$ cat config.mk
export PLATFORM = sky130hd
export DESIGN_NAME = rsc_port
export DESIGN_NICKNAME = d
export VERILOG_FILES = /design/src/rsc_pkg.sv /design/src/rsc_port.sv
export SDC_FILE = /design/constraint.sdc
export NUM_CORES = 1
export LEC_CHECK = 0
export BUFFER_PORTS_ARGS = -buffer_cell sky130_fd_sc_hd__buf_2
export CORE_UTILIZATION = 45
export CTS_CLUSTER_DIAMETER = 150
export DETAILED_ROUTE_END_ITERATION = 12
export PLACE_DENSITY = 0.64
export SETUP_SLACK_MARGIN = 0.05
export SLEW_MARGIN = 5
export SYNTH_ARGS = -nofsm -noshare
export SYNTH_HDL_FRONTEND = slang
export SYNTH_SLANG_ARGS = --single-unit
$ cat constraint.sdc
create_clock -name mclk_in -period 5.5 [get_ports mclk_in]
set_input_delay 0 -clock mclk_in [delete_from_list [all_inputs] [get_ports mclk_in]]
set_output_delay 0 -clock mclk_in [all_outputs]
set_load 0.02 [all_outputs]
$ cat src/rsc_pkg.sv
// shared constants and types for the robot serial command port
package rsc_pkg;
    // serial timing: 9600 baud at 25 MHz
    localparam int unsigned CLK_HZ = 25000000;
    localparam int unsigned BAUD = 9600;
    localparam int unsigned BIT_CYC = CLK_HZ / BAUD;
    localparam int unsigned HALF_CYC = BIT_CYC / 2;
    localparam int CNT_W = 12;
    localparam logic [CNT_W-1:0] BIT_LAST = CNT_W'(BIT_CYC - 1);
    localparam logic [CNT_W-1:0] HALF_LAST = CNT_W'(HALF_CYC - 1);
    // framing
    localparam logic [2:0] REPLY_LEN = 3'h5;
    localparam logic [3:0] FRAME_BITS = 4'h9;
    // command codes
    localparam logic [7:0] CMD_LOCATE = 8'h03;
    localparam logic [7:0] CMD_FORWARD = 8'h06;
    localparam logic [7:0] CMD_RIGHT = 8'h0c;
    localparam logic [7:0] CMD_COMPASS = 8'h18;
    localparam logic [7:0] CMD_DC_SETUP = 8'h8a;
    localparam logic [7:0] CMD_SENSOR_SETUP = 8'h8b;
    localparam logic [7:0] PARAM_SIX_RANGERS = 8'h83;
    localparam logic [7:0] CMD_ARM_CONVERT = 8'hc9;
    localparam logic [7:0] CMD_SENSE_READ = 8'hcb;
    // arm variants
    localparam logic [1:0] ARM_NORMAL = 2'h0;
    localparam logic [1:0] ARM_OUTPUTS = 2'h1;
    localparam logic [1:0] ARM_NAV = 2'h2;
    // reset values
    localparam logic [1:0] ARM_MODE_RST = 2'h0;

    // command pair as received
    typedef struct packed {
        logic [7:0] code;
        logic [7:0] param;
    } rsc_cmd_t;

    // action request to the motion/setup logic
    typedef struct packed {
        logic [7:0] code;
        logic [7:0] param;
    } rsc_action_t;

    // sensor snapshot used to build replies
    typedef struct packed {
        logic [7:0] bumper;
        logic [7:0] feel;
        logic [7:0] line;
        logic [7:0] sense;
        logic [15:0] heading;
    } rsc_sensors_t;

    typedef enum logic [2:0] {
        CS_IDLE, CS_PARAM, CS_EXEC, CS_WAIT, CS_REPLY
    } rsc_cmd_state_t;
endpackage

$ cat src/rsc_port.sv
// serial command interpreter: two bytes in, five reply bytes out
// Notes on behaviour
// commands are code byte then parameter byte, 9600 baud 8N1.
// each received command pair produces exactly five reply bytes.
// host waits for all five reply bytes before next command.
// reply bytes four and five form a 16-bit value, high byte first.
// code 24 returns bumper, feel, line and compass heading.
// code 201 enters arm mode; parameter 0, 1, 2 select variant.
// arm mode keeps two-in five-out framing and accepts arm codes.
// code 203 returns digital sense inputs in reply byte three.
// code 6 moves forward by parameter units.
// code 12 turns right by parameter degrees.
// code 138 small DC motors, 139/131 six rangers, 3 locate.
// motion replies carry bumper in byte one, feel in byte two.
// host link uses its own dedicated receive and transmit pins.
// reply is sent only after the commanded action completes.
`timescale 1ns/100ps
`default_nettype none
module rsc_port
    import rsc_pkg::*;
#(
    // bit time in clock cycles; the default gives 9600 baud at 25 MHz
    parameter int unsigned BIT_CYCLES = BIT_CYC
)
(
    // clock and reset
    input wire logic mclk_in,
    input wire logic reset_n_in,
    // dedicated host serial pins
    input wire logic host_rx_in,
    output logic host_tx_out,
    // action handshake to motion and setup logic
    output logic action_start_out,
    output rsc_action_t action_out,
    input wire logic action_done_in,
    // sensor state
    input wire rsc_sensors_t sensors_in,
    // mode status
    output logic arm_mode_out,
    output logic [1:0] arm_variant_out,
    output logic dc_motor_cfg_out,
    output logic six_ranger_cfg_out
);
    // counter reloads; the half bit puts every sample in mid-bit
    localparam logic [CNT_W-1:0] BIT_END = CNT_W'(BIT_CYCLES - 1);
    localparam logic [CNT_W-1:0] HALF_END = CNT_W'(BIT_CYCLES / 2 - 1);

    // receiver state
    logic rx_s1_r, rx_s2_r;
    logic rx_busy_r, rx_busy_nxt;
    logic [CNT_W-1:0] rx_cnt_r, rx_cnt_nxt;
    logic [3:0] rx_bit_r, rx_bit_nxt;
    logic [7:0] rx_sh_r, rx_sh_nxt;
    logic rx_vld_r, rx_vld_nxt;
    // transmitter state
    logic tx_busy_r, tx_busy_nxt;
    logic [CNT_W-1:0] tx_cnt_r, tx_cnt_nxt;
    logic [3:0] tx_bit_r, tx_bit_nxt;
    logic [9:0] tx_sh_r, tx_sh_nxt;
    logic tx_line_r, tx_line_nxt;
    logic tx_go;
    logic [7:0] tx_byte;
    // command state
    rsc_cmd_state_t st_r, st_nxt;
    rsc_cmd_t cmd_r, cmd_nxt;
    logic [7:0] reply_r [0:4];
    logic [7:0] reply_nxt [0:4];
    logic [2:0] idx_r, idx_nxt;
    logic start_r, start_nxt;
    logic arm_r, arm_nxt;
    logic [1:0] var_r, var_nxt;
    logic dc_r, dc_nxt;
    logic six_r, six_nxt;

    // decide whether a code needs the external action handshake
    function automatic logic needs_action(input logic [7:0] code);
        needs_action = (code == CMD_FORWARD) || (code == CMD_RIGHT) || (code == CMD_LOCATE);
    endfunction

    // input synchroniser; second stage is the only reader of the first
    always_ff @(posedge mclk_in or negedge reset_n_in) begin
        if (!reset_n_in) begin
            rx_s1_r <= 1'b1;
            rx_s2_r <= 1'b1;
        end else begin
            rx_s1_r <= host_rx_in;
            rx_s2_r <= rx_s1_r;
        end
    end

    // receiver: start bit checked at mid-bit, then eight data bits lsb first
    always_comb begin
        rx_busy_nxt = rx_busy_r;
        rx_cnt_nxt = rx_cnt_r;
        rx_bit_nxt = rx_bit_r;
        rx_sh_nxt = rx_sh_r;
        rx_vld_nxt = 1'b0;
        if (!rx_busy_r) begin
            if (!rx_s2_r) begin
                rx_busy_nxt = 1'b1;
                rx_cnt_nxt = HALF_END;
                rx_bit_nxt = 4'h0;
            end
        end else if (rx_cnt_r != '0) begin
            rx_cnt_nxt = rx_cnt_r - 1'b1;
        end else begin
            rx_cnt_nxt = BIT_END;
            rx_bit_nxt = rx_bit_r + 1'b1;
            if (rx_bit_r == 4'h0) begin
                // glitch on the start bit: abandon
                if (rx_s2_r) begin
                    rx_busy_nxt = 1'b0;
                end
            end else if (rx_bit_r < FRAME_BITS) begin
                rx_sh_nxt = {rx_s2_r, rx_sh_r[7:1]};
            end else begin
                // stop bit; a framing error drops the byte
                rx_busy_nxt = 1'b0;
                rx_vld_nxt = rx_s2_r;
            end
        end
    end

    always_ff @(posedge mclk_in or negedge reset_n_in) begin
        if (!reset_n_in) begin
            rx_busy_r <= 1'b0;
            rx_cnt_r <= '0;
            rx_bit_r <= 4'h0;
            rx_sh_r <= 8'h00;
            rx_vld_r <= 1'b0;
        end else begin
            rx_busy_r <= rx_busy_nxt;
            rx_cnt_r <= rx_cnt_nxt;
            rx_bit_r <= rx_bit_nxt;
            rx_sh_r <= rx_sh_nxt;
            rx_vld_r <= rx_vld_nxt;
        end
    end

    // transmitter: start, eight data lsb first, stop
    always_comb begin
        tx_busy_nxt = tx_busy_r;
        tx_cnt_nxt = tx_cnt_r;
        tx_bit_nxt = tx_bit_r;
        tx_sh_nxt = tx_sh_r;
        tx_line_nxt = tx_line_r;
        if (!tx_busy_r) begin
            tx_line_nxt = 1'b1;
            if (tx_go) begin
                tx_busy_nxt = 1'b1;
                tx_sh_nxt = {1'b1, tx_byte, 1'b0};
                tx_cnt_nxt = BIT_END;
                tx_bit_nxt = 4'h0;
                tx_line_nxt = 1'b0;
            end
        end else if (tx_cnt_r != '0) begin
            tx_cnt_nxt = tx_cnt_r - 1'b1;
        end else if (tx_bit_r == FRAME_BITS) begin
            // stop bit finished
            tx_busy_nxt = 1'b0;
            tx_line_nxt = 1'b1;
        end else begin
            tx_cnt_nxt = BIT_END;
            tx_bit_nxt = tx_bit_r + 1'b1;
            tx_sh_nxt = {1'b1, tx_sh_r[9:1]};
            tx_line_nxt = tx_sh_r[1];
        end
    end

    always_ff @(posedge mclk_in or negedge reset_n_in) begin
        if (!reset_n_in) begin
            tx_busy_r <= 1'b0;
            tx_cnt_r <= '0;
            tx_bit_r <= 4'h0;
            tx_sh_r <= 10'h3ff;
            tx_line_r <= 1'b1;
        end else begin
            tx_busy_r <= tx_busy_nxt;
            tx_cnt_r <= tx_cnt_nxt;
            tx_bit_r <= tx_bit_nxt;
            tx_sh_r <= tx_sh_nxt;
            tx_line_r <= tx_line_nxt;
        end
    end

    // reply bytes go out one per idle transmitter slot
    assign tx_go = (st_r == CS_REPLY) && !tx_busy_r;
    assign tx_byte = reply_r[idx_r];

    // command sequencer
    always_comb begin
        st_nxt = st_r;
        cmd_nxt = cmd_r;
        idx_nxt = idx_r;
        start_nxt = 1'b0;
        arm_nxt = arm_r;
        var_nxt = var_r;
        dc_nxt = dc_r;
        six_nxt = six_r;
        for (int i = 0; i < 5; i++) begin
            reply_nxt[i] = reply_r[i];
        end
        case (st_r)
            CS_IDLE: begin
                // bytes arriving after the pair until the fifth reply byte starts are ignored; host must wait
                if (rx_vld_r) begin
                    cmd_nxt.code = rx_sh_r;
                    st_nxt = CS_PARAM;
                end
            end
            CS_PARAM: begin
                if (rx_vld_r) begin
                    cmd_nxt.param = rx_sh_r;
                    st_nxt = CS_EXEC;
                end
            end
            CS_EXEC: begin
                // same framing in either mode; arm codes handed to the action port
                if (needs_action(cmd_r.code) || arm_r) begin
                    start_nxt = 1'b1;
                    st_nxt = CS_WAIT;
                end else begin
                    st_nxt = CS_WAIT;
                end
                case (cmd_r.code)
                    CMD_DC_SETUP: dc_nxt = 1'b1;
                    CMD_SENSOR_SETUP: begin
                        if (cmd_r.param == PARAM_SIX_RANGERS) begin
                            six_nxt = 1'b1;
                        end
                    end
                    CMD_ARM_CONVERT: begin
                        // unknown variants are ignored to keep the mode stable
                        if (cmd_r.param[7:2] == 6'h00 && cmd_r.param[1:0] != 2'h3) begin
                            arm_nxt = 1'b1;
                            var_nxt = cmd_r.param[1:0];
                        end
                    end
                    default: begin
                    end
                endcase
            end
            CS_WAIT: begin
                // snapshot sensors only once the action has finished
                if (!action_start_out || action_done_in) begin
                    reply_nxt[0] = sensors_in.bumper;
                    reply_nxt[1] = sensors_in.feel;
                    reply_nxt[2] = (cmd_r.code == CMD_SENSE_READ) ? sensors_in.sense : sensors_in.line;
                    reply_nxt[3] = sensors_in.heading[15:8];
                    reply_nxt[4] = sensors_in.heading[7:0];
                    idx_nxt = 3'h0;
                    st_nxt = CS_REPLY;
                end
                start_nxt = action_start_out && !action_done_in;
            end
            CS_REPLY: begin
                if (tx_go) begin
                    if (idx_r == REPLY_LEN - 3'h1) begin
                        st_nxt = CS_IDLE;
                    end
                    idx_nxt = idx_r + 3'h1;
                end
            end
            default: st_nxt = CS_IDLE;
        endcase
    end

    always_ff @(posedge mclk_in or negedge reset_n_in) begin
        if (!reset_n_in) begin
            st_r <= CS_IDLE;
            cmd_r <= '0;
            idx_r <= 3'h0;
            start_r <= 1'b0;
            arm_r <= 1'b0;
            var_r <= ARM_MODE_RST;
            dc_r <= 1'b0;
            six_r <= 1'b0;
            for (int i = 0; i < 5; i++) begin
                reply_r[i] <= 8'h00;
            end
        end else begin
            st_r <= st_nxt;
            cmd_r <= cmd_nxt;
            idx_r <= idx_nxt;
            start_r <= start_nxt;
            arm_r <= arm_nxt;
            var_r <= var_nxt;
            dc_r <= dc_nxt;
            six_r <= six_nxt;
            for (int i = 0; i < 5; i++) begin
                reply_r[i] <= reply_nxt[i];
            end
        end
    end

    // outputs straight from flip-flops
    assign host_tx_out = tx_line_r;
    assign action_start_out = start_r;
    assign action_out = cmd_r;
    assign arm_mode_out = arm_r;
    assign arm_variant_out = var_r;
    assign dc_motor_cfg_out = dc_r;
    assign six_ranger_cfg_out = six_r;
endmodule
`default_nettype wire

# After elaboration in Yosys (flattened, before gate mapping)

Cells that the tools add are included.

Bits in registers: 124
Bits of input ports: 52
Output and inout port bits: 23
Word-level logic and storage cells: 140

Add/subtract/negate cells: 5
Order comparisons: 2
Eq/ne operators: 25
Muxes and demuxes: 50
Bitwise operators: 3
Reduce and logical (&&, ||, !) cells: 29

Operators by type and width:

| cell                                                | number |
|---|---|
| 2-to-1 mux 12 bit                                   | 7 |
| equality test 8 bit, second input constant          | 5 |
| 2-to-1 mux 10 bit                                   | 4 |
| 2-to-1 mux 4 bit                                    | 7 |
| binary-select mux 8 bit (select 3 bit)              | 1 |
| 2-to-1 mux 8 bit                                    | 3 |
| nonzero test 12 bit                                 | 2 |
| subtractor 12 x 1 -> 12 bit, second input constant  | 2 |
| 2-to-1 mux 3 bit                                    | 7 |
| 2-to-1 mux 1 bit                                    | 18 |
| inequality test 2 bit, second input constant        | 8 |
| case mux 3 bit (5 select lines)                     | 1 |
| AND reduction 2 bit                                 | 6 |
| AND reduction 3 bit                                 | 4 |
| adder 4 x 1 -> 4 bit, second input constant         | 2 |
| equality test 8 x 2 -> 1 bit, second input constant | 1 |
| equality test 8 x 3 -> 1 bit, second input constant | 1 |
| equality test 8 x 4 -> 1 bit, second input constant | 1 |
| equality test 3 x 2 -> 1 bit, second input constant | 2 |
| equality test 3 bit, second input constant          | 2 |
| logical NOT 6 bit                                   | 1 |
| case mux 3 bit (2 select lines)                     | 1 |
| AND reduction 5 bit                                 | 1 |
| equality test 4 bit, second input constant          | 1 |
| other kinds (16)                                    | 26 |

# Depth between registers and ports, before layout

Gate-level depths: netlist of run 1.

Depth in word-level cells: 6
Mapped depth: 8
Depth with buffers taken out: 6

# Worst setup path after synthesis of run 1

OpenSTA, ideal clock, no wires.

Kind: register to register
Start point: register tx_cnt_r[0]
End point: register tx_sh_r[2]
Library setup time: 0.082 ns
Arrival time: 2.399 ns
Data required time: 5.418 ns
Path slack: 3.018 ns
Stages on the path, launching flop included: 9
Path buffers: 2
Period minus slack after synthesis: 2.482 ns
Path through: dfrtp_1 > inv_1 > ha_1 > or4b_1 > clkbuf_1 > o41ai_4 > a21boi_4 > buf_8 > mux2_4

Cells in the longest elaborated chain, start to end: 3

RTL lines:

| element                         | RTL line        | text |
|---|---|---|
| from (decl)                     | rsc_port.sv:57  | `logic [CNT_W-1:0] tx_cnt_r, tx_cnt_nxt;` |
| from (signal assigned)          | rsc_port.sv:179 | `tx_cnt_r <= tx_cnt_nxt;` |
| nonzero test 12 bit             | rsc_port.sv:156 | `end else if (tx_cnt_r != '0) begin` |
| inequality test 2 bit (no line) | n/a             |  |
| AND reduction 3 bit (no line)   | n/a             |  |
| to (signal assigned)            | rsc_port.sv:181 | `tx_sh_r <= tx_sh_nxt;` |
| to (decl)                       | rsc_port.sv:59  | `logic [9:0] tx_sh_r, tx_sh_nxt;` |

No other way between the ends.
A chain may end at the register's enable or synchronous reset.

# Worst setup path after layout of run 1

Start point: register cmd_r, in the netlist action_out[10]
End point: register reply_r[16] (netlist bit)

Cells in the longest elaborated chain, start to end: 2

RTL lines:

| element                         | RTL line        | text |
|---|---|---|
| from (decl)                     | rsc_port.sv:65  | `rsc_cmd_t cmd_r, cmd_nxt;` |
| from (signal assigned)          | rsc_port.sv:283 | `cmd_r <= cmd_nxt;` |
| equality test 8 bit             | rsc_port.sv:248 | `reply_nxt[2] = (cmd_r.code == CMD_SENSE_READ) ? sensors_in.sense : sensors_in.line;` |
| 2-to-1 mux 8 bit                | rsc_port.sv:248 |  |
| to (signal, indexed assignment) | rsc_port.sv:291 | `reply_r[i] <= reply_nxt[i];` |
| to (decl)                       | rsc_port.sv:66  | `logic [7:0] reply_r [0:4];` |

No other way between the ends.

==> flow_results.org, run 1 <==
** Outcome
- The flow ran to the end, and the final reports show no timing, DRC or antenna violations.

** STA
- RSZ-0062 raised after global routing :: no
- The count of final max-slew check failures was 0.
- The number of failing hold endpoints at the final stage is 0.
- Total Negative Setup Slacks :: 0 ns
- Fin crit period :: 3.12 ns
- Setup violations remaining at the end of the flow were counted as 0.
- Post-layout worst setup margin :: 2.38 ns
- The worst pin sits at a relative slew slack of 18.7%.
- Based on the critical path, the design can be clocked at up to 0.320 GHz.
- Share of the clock period used by the worst path after layout :: 56.8%
- On the final layout, the worst clock skew is 0.00693 ns.
- At the pin with the least slew margin, the transition time is 1.20 ns.

** Clock network
- The tree is rooted in a sky130_fd_sc_hd__clkbuf_16.
- In this run, CTS created clock tree buffers numbering 17.
- Buffer count from post-CTS setup fixing :: 0
- The H-tree was split into 4 levels.
- The clock drives 122 sinks.
- Worst-Skew Late Latency :: 0.42 ns
- Longest Clk Path Bufs :: 2
- Clock tree from TritonCTS :: yes
- Clock-pin slew was measured on the worst setup and hold paths at 0.06 ns.

** Floorplan
- The core region is 0.0127 mm².
- During I/O placement, the number of pins put on the boundary was 75.
- Once the floorplan was initialized, standard cells occupied 46.5% of the core.
- Die X-Extent :: 117 µm
- Row Count :: 41
- Height of the chip :: 117 µm
- Die area :: 0.0136 mm²

** Drt
- After detailed routing, the number of vias per cell comes to 5.42.
- After detailed routing, the average wire length per cell comes to 16.3 µm.
- For this run, design rule violations remaining after detail routing come to 0.
- Detailed routing inserted a total of 4343 vias.
- Number of search-and-repair iterations in the first detailed-routing pass :: 4
- After detailed routing, the total wire length is 13000 µm.
- Once detail routing completed, the nets flagged for antenna violations numbered 0.
- In this run, the number of DRC markers left after iteration 0 of detailed routing was 218.

** Layout
- Number of standard cells in the layout, taps in and fillers out :: 802
- Post-layout utilization of the core :: 59.4%
- Most used cells in the layout excluding fill and tap cells :: sky130_fd_sc_hd__dfrtp_1 (111), sky130_fd_sc_hd__buf_2 (73), sky130_fd_sc_hd__mux2_2 (64)
- After filler insertion, the fill cell instance count of the layout stands at 1044.
- Area Growth Syn to Fin :: 27.5%
- At the end of the flow, the number of nets in the layout was 679.
- 0 antenna diodes ended up in the layout.
- The library cell used most frequently in the layout, excluding fill and tap cells, is sky130_fd_sc_hd__dfrtp_1.
- In the final layout, the share of cells above drive strength 1 is 33.3%.
- Registers take 0.00307 mm².
- Combined area of the multi-input logic cells :: 0.00268 mm²

** Synth
- Synthesis produced a netlist with a net count of 560.
- The portion of synthesized area spent on multiplexers is 18.3%.
- Average footprint of a synthesized cell :: 11.9 µm²
- Yosys printed 0 warnings.
- After synthesis, flip-flops and latches occupy 51.8% of the total area.
- Netlist Area Pre-Place :: 0.00592 mm²
- After synthesis, the share of flip-flops with an asynchronous set or reset is 100%.
- Of the total synthesized cell area, the portion taken by XOR and XNOR cells is 1.33%.
- The synthesized netlist devotes 14.1% of its cell area to simple gates.
- Number of library cell types mapped by synthesis :: 60
- The synthesized netlist devotes 9.45% of its cell area to compound gates.
- Synthesis inferred 122 register bits.
- Largest family of logic cells by synthesized area :: multiplexers
- Yosys mapped a number of flops with a built-in enable equal to 0.
- Predominant post-synthesis flop cell :: sky130_fd_sc_hd__dfrtp_1
- In the synthesized netlist, the number of instances is 498.
- Adder-cell share of the synthesized area :: 2.11%

** Worst setup path
- On the critical path, the stage with the largest delay is an instance of sky130_fd_sc_hd__nor3_2.
- Data on the critical path arrives at its endpoint at 3.37 ns.
- Start-to-end type of the worst setup path :: reg2reg
- Critical path's largest stage delay :: 0.86 ns
- CP endpoint kind :: flop
- Crit start category :: flop
- Critical Path Fanout Max :: 8
- Cell breakdown of the critical path :: or4b_2, nor3_2, mux2i_1, dlygate4sd3_1, o21ai_0
- STA puts the critical path data required time at 5.75 ns.

** Placed design
- Buffers placed on the I/O ports in this run total 74.
- The wire-length estimate of the detail-placed layout is 8320 µm.
- Post-Place Cells :: 720
- DP Worst Slack :: 2.41 ns
- Final Wtd Congestion :: 0.841

** GRT
- First-pass GRT wire length :: 21200 µm
- Entering global routing, the biggest net connects 69 pins.
- Overflow after GRT :: 0
- Total routing usage reported by global routing :: 20.7%
- The number of antenna violations at the first check in global routing came to 0.
- Via count of the first global-routing pass :: 4319

** Flow run
- Across the run, the number of max-cap violations was 0.

** Power
- Pwr Density :: 294 mW/mm²
- Leakage component of the power :: 3.54 nW
- IR analysis of the VDD net gives a maximum drop of 0.248 mV.

** Hold path
- Hold Crit Class :: in2reg
==> final cells by class <==
cell class / instances / share of cell area, %
Clock buffer: 19 / 6.00
Inverter: 16 / 0.795
Multi-Input combinational cell: 334 / 35.5
Clock inverter: 13 / 2.52
Tap cell: 172 / 2.85
Sequential cell: 122 / 40.6
Timing Repair Buffer: 126 / 11.8
==> cells in the mapped netlist (all sizes together) (5+ instances only) <==
cell | n | area, µm²
o31ai | 8 | 60.1
nor3 | 5 | 30.0
dfrtp | 111 | 2780
nor4 | 8 | 71.3
ha | 10 | 125
nand2 | 42 | 158
mux4 | 8 | 180
clkbuf | 22 | 82.6
mux2i | 12 | 120
o21ai | 24 | 120
nand2b | 9 | 56.3
mux2 | 68 | 781
a22oi | 7 | 52.6
or4 | 15 | 113
dfstp | 11 | 289
xor2 | 6 | 52.6
or3 | 9 | 56.3
a21oi | 13 | 65.1
inv | 16 | 60.1
nor2 | 18 | 67.6
nand3 | 12 | 60.1
==> flip-flops by register name, summed over array words and instances (netlist names), 2 cells and up <==
signal and flops:
action_out 16, rx_sh_r 8, rx_cnt_r 12, reply_r 40, tx_cnt_r 12, rx_bit_r 4, tx_bit_r 4, idx_r 3
arm_variant_out 2, tx_sh_r 8, st_r 3
==> cells by family (layout without fill, tap and decap cells) <==
kind of cell / after synthesis / after routing
muxes: 88 / 88
xor gates and xnor gates: 9 / 9
adders and majority gates: 10 / 10
buffers and inverters: 42 / 174
and+or+nand+nor: 147 / 147
DFF: 122 / 122
AOI/OAI and AO/OA: 80 / 80
==> per-layer routing <==
metal  up-vias  share of wire (%)  track usage (%)  wire length (µm)
met2        96                 50             33.5              6470
met1      2146                 44             25.9              5730
met5         -                  0                0                 0
met3        31                3.6             5.50               468
met4         0                2.8             10.0               364
li1       2070                  -                -                 -
==> path summary, 6_finish.rpt <==
kind / start / endpoint / slack, ns / cells past startpoint
hold reg to reg: rx_s1_r / rx_s2_r / 0.36 / 0
hold / removal: action_done_in / action_start_out / 0.08 / 4
setup reg to reg: action_out[10] / reply_r[16] / 2.38 / 5
min in group asynchronous: reset_n_in / tx_cnt_r[7] / 0.16 / 2
setup / recovery: action_out[10] / reply_r[16] / 2.38 / 5
max in group asynchronous: reset_n_in / tx_cnt_r[3] / 4.03 / 3
==> metrics by stage <==
stage	instance area [µm²]	power, mW	hold WS [ns]
finish	7550	2.22	0.0799
detailed placement	6410	1.00	0.0843
CTS	7550	2.24	0.0560
global route	7550	2.28	0.0837
floorplan	5920	0.959	-0.296
global placement	6410	1.00	0.0842
==> worst max-delay path: cells and delay by family (launching register included) <==
| family | cells | cell delay (ns) |
|---|---|---|
| simple gates | 2 | 1.59 |
| buf+inv | 1 | 0.57 |
| flops | 1 | 0.42 |
| mux | 1 | 0.28 |
| compound gates | 1 | 0.09 |
==> repair_timing <==
| action | CTS | global route |
|---|---|---|
| gates resized for setup | 0 | 0 |
| endpoints found under the hold margin | 93 | 0 |
| hold buffers | 50 | 0 |
==> where the power goes <==
group          total (mW)  switching [mW]  internal, mW  leakage (nW)
registers           0.925          0.0101         0.915          1.53
logic              0.0911          0.0374        0.0537          1.71
clock network        1.20           0.416         0.785         0.303
(Power assumes the default switching activity.)
==> inputs of run 2 (changes only) <==
clock period = 3.28 ns   (was 5.5 ns; I/O delays follow)
==> flow_results.org, run 2 (same netlist as run 1, synthesis figures left out) <==
** STA
- Final hold analysis gives a worst-case slack of 0.0476 ns.
- Final clock skew :: 0.00916 ns
- Setup violations remaining at the end of the flow were counted as 0.
- RSZ-0062 raised after global routing :: no
- After layout, the worst path uses 83.3% of the clock period.
- The count of final max-slew check failures came to 0.
- Counting I/O delays and the setup requirement, the final critical path takes 2.73 ns.
- Least-Margin Pin Slew :: 0.966 ns
- Worst max-slew margin expressed relative to the limit :: 35.6%
- Setup slack closes at 0.548 ns.
- The number of failing hold endpoints at the final stage came to 0.
- Total Negative Setup Slacks :: 0 ns
- Timing would allow up to 0.366 GHz.

** Worst setup path
- The worst setup path is of the reg2reg kind.
- Crit start category :: flop
- Required @ worst endpoint :: 3.53 ns
- Worst EP arrival :: 2.98 ns
- Worst-path cell with the longest stage delay :: sky130_fd_sc_hd__or4b_2
- CP Buf/Inv Count :: 2
- CP endpoint kind :: flop
- Cell breakdown of the critical path :: or4b_2, nor3_2, buf_4, mux2i_1, dlygate4sd3_1, o21ai_0
- Critical Path Fanout Max :: 8
- On the worst path, the slowest cell contributes a delay of 0.74 ns.
- Broken down by cell family, the worst path's largest delay share belongs to simple AND/OR/NAND/NOR gates.

** Placed design
- DP Worst Slack :: 0.753 ns
- DP Area :: 0.00646 mm²
- Number of input and output port buffers inserted :: 74
- Sum of net half-perimeters after detailed placement :: 8360 µm
- Final Wtd Congestion :: 0.825

** Layout
- The register with the most flip-flops in the final layout is reply_r.
- Ant diodes :: 0
- Ratio of cells with drive above 1 in the final layout :: 33.5%
- Leading cell type in the layout, fill and taps excluded :: sky130_fd_sc_hd__dfrtp_1
- The finished cells cover 0.00748 mm².
- Flip-flop count of the largest register, all copies and words added :: 40
- Area Growth Syn to Fin :: 26.4%
- After the last flow step, the layout net total stands at 684.
- The top cell types in the final layout, fill and taps aside, are sky130_fd_sc_hd__dfrtp_1 (111), sky130_fd_sc_hd__buf_2 (73), sky130_fd_sc_hd__mux2_2 (64).

** Drt
- After detailed routing, the average wire length per cell comes to 16.3 µm.
- Drt initial violations :: 234
- Number of design rule violations left after detail routing :: 0
- Detailed-route wire length :: 13200 µm
- Post-DRT Antenna Nets :: 0
- Number of vias per cell after detailed routing :: 5.38
- Vias :: 4339
- Number of search-and-repair iterations in the first detailed-routing pass :: 5

** GRT
- The number of antenna violations at the first check in global routing came to 0.
- The via count of the first global-routing pass was 4295.
- Entering global routing, the biggest net connects 64 pins.
- The first global-routing pass estimated 21500 µm of wire.
- Global routing used 20.8% of the available tracks.
- Overflow after GRT :: 0

** Floorplan
- Core area :: 0.0127 mm²
- Die X-Extent :: 117 µm
- Height of the chip :: 117 µm
- Row Count :: 41
- Initial core utilization :: 46.5%
- Number of top-level design ports :: 75
- The floorplan step defined a die boundary enclosing 0.0136 mm².

** Flow run
- Max-cap violations in this run came to 0.

** Clock network
- TritonCTS Sinks :: 122
- Number of CTS-inserted buffers :: 17
- The root buffer cell chosen for the clock tree is sky130_fd_sc_hd__clkbuf_16.
- Worst-Skew Late Latency :: 0.41 ns
- The clock tree synthesis step divided the H-tree into 4 levels.
- No sink is reached through more buffers than the 2 on the longest clock path.
- Clock-pin slew was measured on the worst setup and hold paths at 0.06 ns.
- TritonCTS built the clock tree.

** Power
- Across the VDD grid, the largest voltage drop is 0.336 mV.
- Leakage component of the power :: 3.52 nW
- Pwr Density :: 448 mW/mm²
- Overall power after layout :: 3.35 mW

** Outcome
- The run finished with clean final reports.

** Hold path
- Hold Crit Class :: in2reg
==> run 2: changes by cell type in the layout (fill, tap and decap cells not counted), sizes merged <==
cell | before | now
inv | 19 | 17
clkbuf | 19 | 20
buf | 76 | 81
clkinv | 2 | 7
bufinv | 4 | 0
==> run 2: layer usage <==
metal  global-route usage [%]  wire (µm)  vias to the layer above
met5                        0          0                        -
met4                     8.69        163                        0
met3                     4.31        404                       17
met2                     34.2       6770                       67
met1                     26.7       5840                     2179
li1                         -          -                     2076
==> run 2: where the power goes <==
part           total (mW)  switching [mW]  leakage (nW)  internal [mW]
registers            1.55          0.0169          1.53           1.53
clock network        1.64           0.667         0.252          0.976
logic               0.154          0.0627          1.74         0.0917
total                3.35           0.747          3.52           2.60
==> run 2: stage by stage <==
stage | instances | utilization [%]
after global routing | 807 | 58.8
after floorplan | 498 | -
after CTS | 807 | 58.8
final | 807 | 58.8
after global placement | 725 | 50.8
after detailed placement | 725 | 50.8
==> run 2: tightest hold or removal path, delay by kind of cell <==
family / cells / cell delay (ns)
buffers and inverters: 2 / 0.12
AO/OA/AOI/OAI: 1 / 0.22
AND/OR/NAND/NOR: 1 / 0.08
==> run 2: final timing paths <==
kind / cells past startpoint / slack [ns] / to / from
min: 4 / 0.05 / action_start_out / action_done_in
max in group asynchronous: 3 / 2.24 / rx_s1_r / reset_n_in
min in group asynchronous: 2 / 0.22 / tx_cnt_r[10] / reset_n_in
max: 6 / 0.55 / reply_r[21] / action_out[10]
min reg2reg: 0 / 0.36 / rx_s2_r / rx_s1_r
max reg2reg: 6 / 0.55 / reply_r[21] / action_out[10]
==> run 2: area by class of cell <==
cell class	count	area, µm²
fill	1087	5240
sequential	122	3070
multi-input combinational	334	2680
timing repair buffer	131	938
clock buffer	20	447
tap	172	215
clock inverter	12	77.6
inverter	16	60.1
==> run 2: what timing repair did <==
| action | in CTS | in global routing |
|---|---|---|
| gates resized for setup | 0 | 0 |
| endpoints found under the hold margin | 94 | 0 |
| hold buffers | 50 | 0 |
| buffers inserted | 0 | 0 |
==> inputs of run 3 (changes only) <==
clock period = 2.6 ns   (was 3.28 ns; I/O delays follow)
==> flow_results.org, run 3 (same netlist as run 1, synthesis figures left out) <==
** Layout
- Relative to the synthesized area, the layout overhead comes to 29.8%.
- The register with the most flip-flops in the layout has 40 of them.
- Leading cell type in the layout, fill and taps excluded :: sky130_fd_sc_hd__dfrtp_1
- Register with the most flip-flops :: reply_r
- In the final design database the tool counted 694 nets.
- Most used cells in the layout excluding fill and tap cells :: sky130_fd_sc_hd__dfrtp_1 (111), sky130_fd_sc_hd__buf_2 (73), sky130_fd_sc_hd__mux2_2 (64)
- Count of fill cells added during filler insertion :: 1085
- Excluding fillers, the count of instances in the completed layout stands at 818.
- Ratio of cells with drive above 1 in the final layout :: 34.9%

** Worst setup path
- Start-to-end type of the worst setup path :: reg2reg
- Data on the critical path arrives at its endpoint at 2.73 ns.
- The worst setup path is captured at a flop.
- Of all nets on the critical path, the largest fanout is 4.
- Walking the worst path, the cells encountered are inv_1, ha_1, or4b_1, buf_4, or4_1, or3_1, a21oi_1.
- The worst setup path is launched from a flop.
- Data on the critical path is required at its endpoint by 2.93 ns.
- Worst-path cell with the longest stage delay :: sky130_fd_sc_hd__or4b_1
- Critical path's largest stage delay :: 0.50 ns

** STA
- The clock arrives with 0.00797 ns of skew.
- The worst path needs 2.40 ns of the cycle, external delays included.
- Total Negative Setup Slacks :: 0 ns
- Post-layout worst setup margin :: 0.203 ns
- Number of hold violations in the final report :: 0
- Worst max-slew margin expressed relative to the limit :: 33.3%
- Least-Margin Pin Slew :: 1.00 ns
- Share of the clock period used by the worst path after layout :: 92.2%
- Setup Viol. Count Final :: 0
- Count of pins over their slew limit :: 0
- Setup repair after global routing left no endpoint under its margin.
- Derived from the worst setup path, the maximum achievable clock frequency is 0.417 GHz.

** Drt
- Average routed wire per standard cell :: 16.5 µm
- Number of design rule violations left after detail routing :: 0
- In this run the remaining antenna-violating nets after routing total 0.
- After the first detailed-routing iteration, the DRC count stood at 245.
- The routed layout has 4405 vias.
- In the routed layout, each cell is associated on average with a via count of 5.39.
- Number of search-and-repair iterations in the first detailed-routing pass :: 4
- Detailed-route wire length :: 13500 µm

** Placed design
- The congestion estimate from routability-driven global placement came to 0.850.
- In this run, placement finished with an instance count of 733.
- Number of input and output port buffers inserted :: 74
- DP Worst Slack :: 0.162 ns
- Sum of net half-perimeters after detailed placement :: 8450 µm

** Floorplan
- From bottom edge to top edge, the die measures 117 µm.
- Die area :: 0.0136 mm²
- The core region is 0.0127 mm².
- Row Count :: 41
- Die X-Extent :: 117 µm
- 75 I/O pins were placed.
- Initial core utilization :: 46.5%

** GRT
- Maximum number of pins on one net before global-route repair :: 78
- Total routing usage reported by global routing :: 21.5%
- First-pass GRT wire length :: 22100 µm
- The via count of the first global-routing pass came to 4485.
- Overflow after GRT :: 0
- Antenna violations before repair :: 0

** Outcome
- Outcome :: completed

** Power
- IR analysis of the VDD net gives a maximum drop of 0.606 mV.
- Pwr Density :: 612 mW/mm²
- The analysis attributes to cell leakage a power of 3.63 nW.

** Clock network
- Buffers inserted during clock tree synthesis total 17.
- Clock latency on the worst-skew pair, taken at its later pin, is 0.42 ns.
- CTS root buffer :: sky130_fd_sc_hd__clkbuf_16
- Longest Clk Path Bufs :: 2
- Clock-pin slew was measured on the worst setup and hold paths at 0.06 ns.
- Clock tree from TritonCTS :: yes
- In this run the number of H-tree levels came out at 4.
- The tree built by TritonCTS fans out to 122 sinks.

** Hold path
- Hold Crit Class :: in2reg

** Flow run
- Number of violations of the max-capacitance limit :: 0
run 3: cell count changes in the layout (fill, tap and decap cells not counted), sizes merged:
cell,change
buf,+10
bufinv,+4
inv,+4
clkbuf,-3
clkinv,-3
clkinvlp,-2
diode,+1
run 3: timing repair:
item | CTS | global route
hold endpoints to repair | 86 | 0
hold buffers | 50 | 0
setup buffers | 0 | 2
endpoints found under the setup margin | 0 | 1
gates resized for setup | 0 | 0
run 3: area by class of cell:
type / count / area [µm²] / share of cell area, %
antenna: 1 / 2.50 / 0.0326
clock buffer: 17 / 425 / 5.53
clock inverter: 15 / 213 / 2.77
inverter: 16 / 60.1 / 0.781
multi-input combinational: 334 / 2680 / 34.8
sequential: 122 / 3070 / 39.9
tap: 172 / 215 / 2.80
timing repair buffer: 141 / 1030 / 13.3
run 3: per-layer routing:
layer	wire length (µm)	global-route usage, %	vias up	part of all wire [%]
li1	-	-	2101	-
met1	6130	27.7	2200	46
met2	6610	33.9	81	49
met3	453	6.75	23	3.4
met4	278	8.69	0	2.1
met5	0	0	-	0
run 3: critical path, delay by kind of cell, from the launching register on:
family	cells	cell delay (ns)
AND/OR/NAND/NOR	3	1.34
flip-flops	1	0.40
adder cells (fa/ha/maj)	1	0.15
AO/OA/AOI/OAI	1	0.16
buffers and inverters	2	0.28
run 3: metrics by stage:
stage | total power [mW] | hold WS [ns] | utilization [%] | cell area, µm²
global placement | 2.12 | 0.0434 | 51.2 | 6520
finish | 4.70 | 0.0530 | 60.4 | 7690
CTS | 4.74 | 0.0413 | 60.2 | 7660
global route | 4.86 | 0.0813 | 60.4 | 7680
floorplan | 2.03 | -0.296 | - | 5920
detailed placement | 2.12 | 0.0467 | 51.2 | 6520
run 3: final timing paths:
check                      slack [ns]                  to  cells past startpoint            from
setup / recovery                 0.20         tx_bit_r[3]                      7     tx_cnt_r[0]
min in group asynchronous        0.16  arm_variant_out[0]                      2      reset_n_in
hold / removal                   0.05    action_start_out                      4  action_done_in
max in group asynchronous        1.58         host_tx_out                      3      reset_n_in
setup reg to reg                 0.20         tx_bit_r[3]                      7     tx_cnt_r[0]
hold reg to reg                  0.36             rx_s2_r                      0         rx_s1_r
run 3: where the power goes:
group,switching [mW],internal (mW),total (mW)
sequential,0.0214,1.93,1.96
combinational,0.0803,0.116,0.196
clock,0.926,1.62,2.55
total,1.03,3.67,4.70
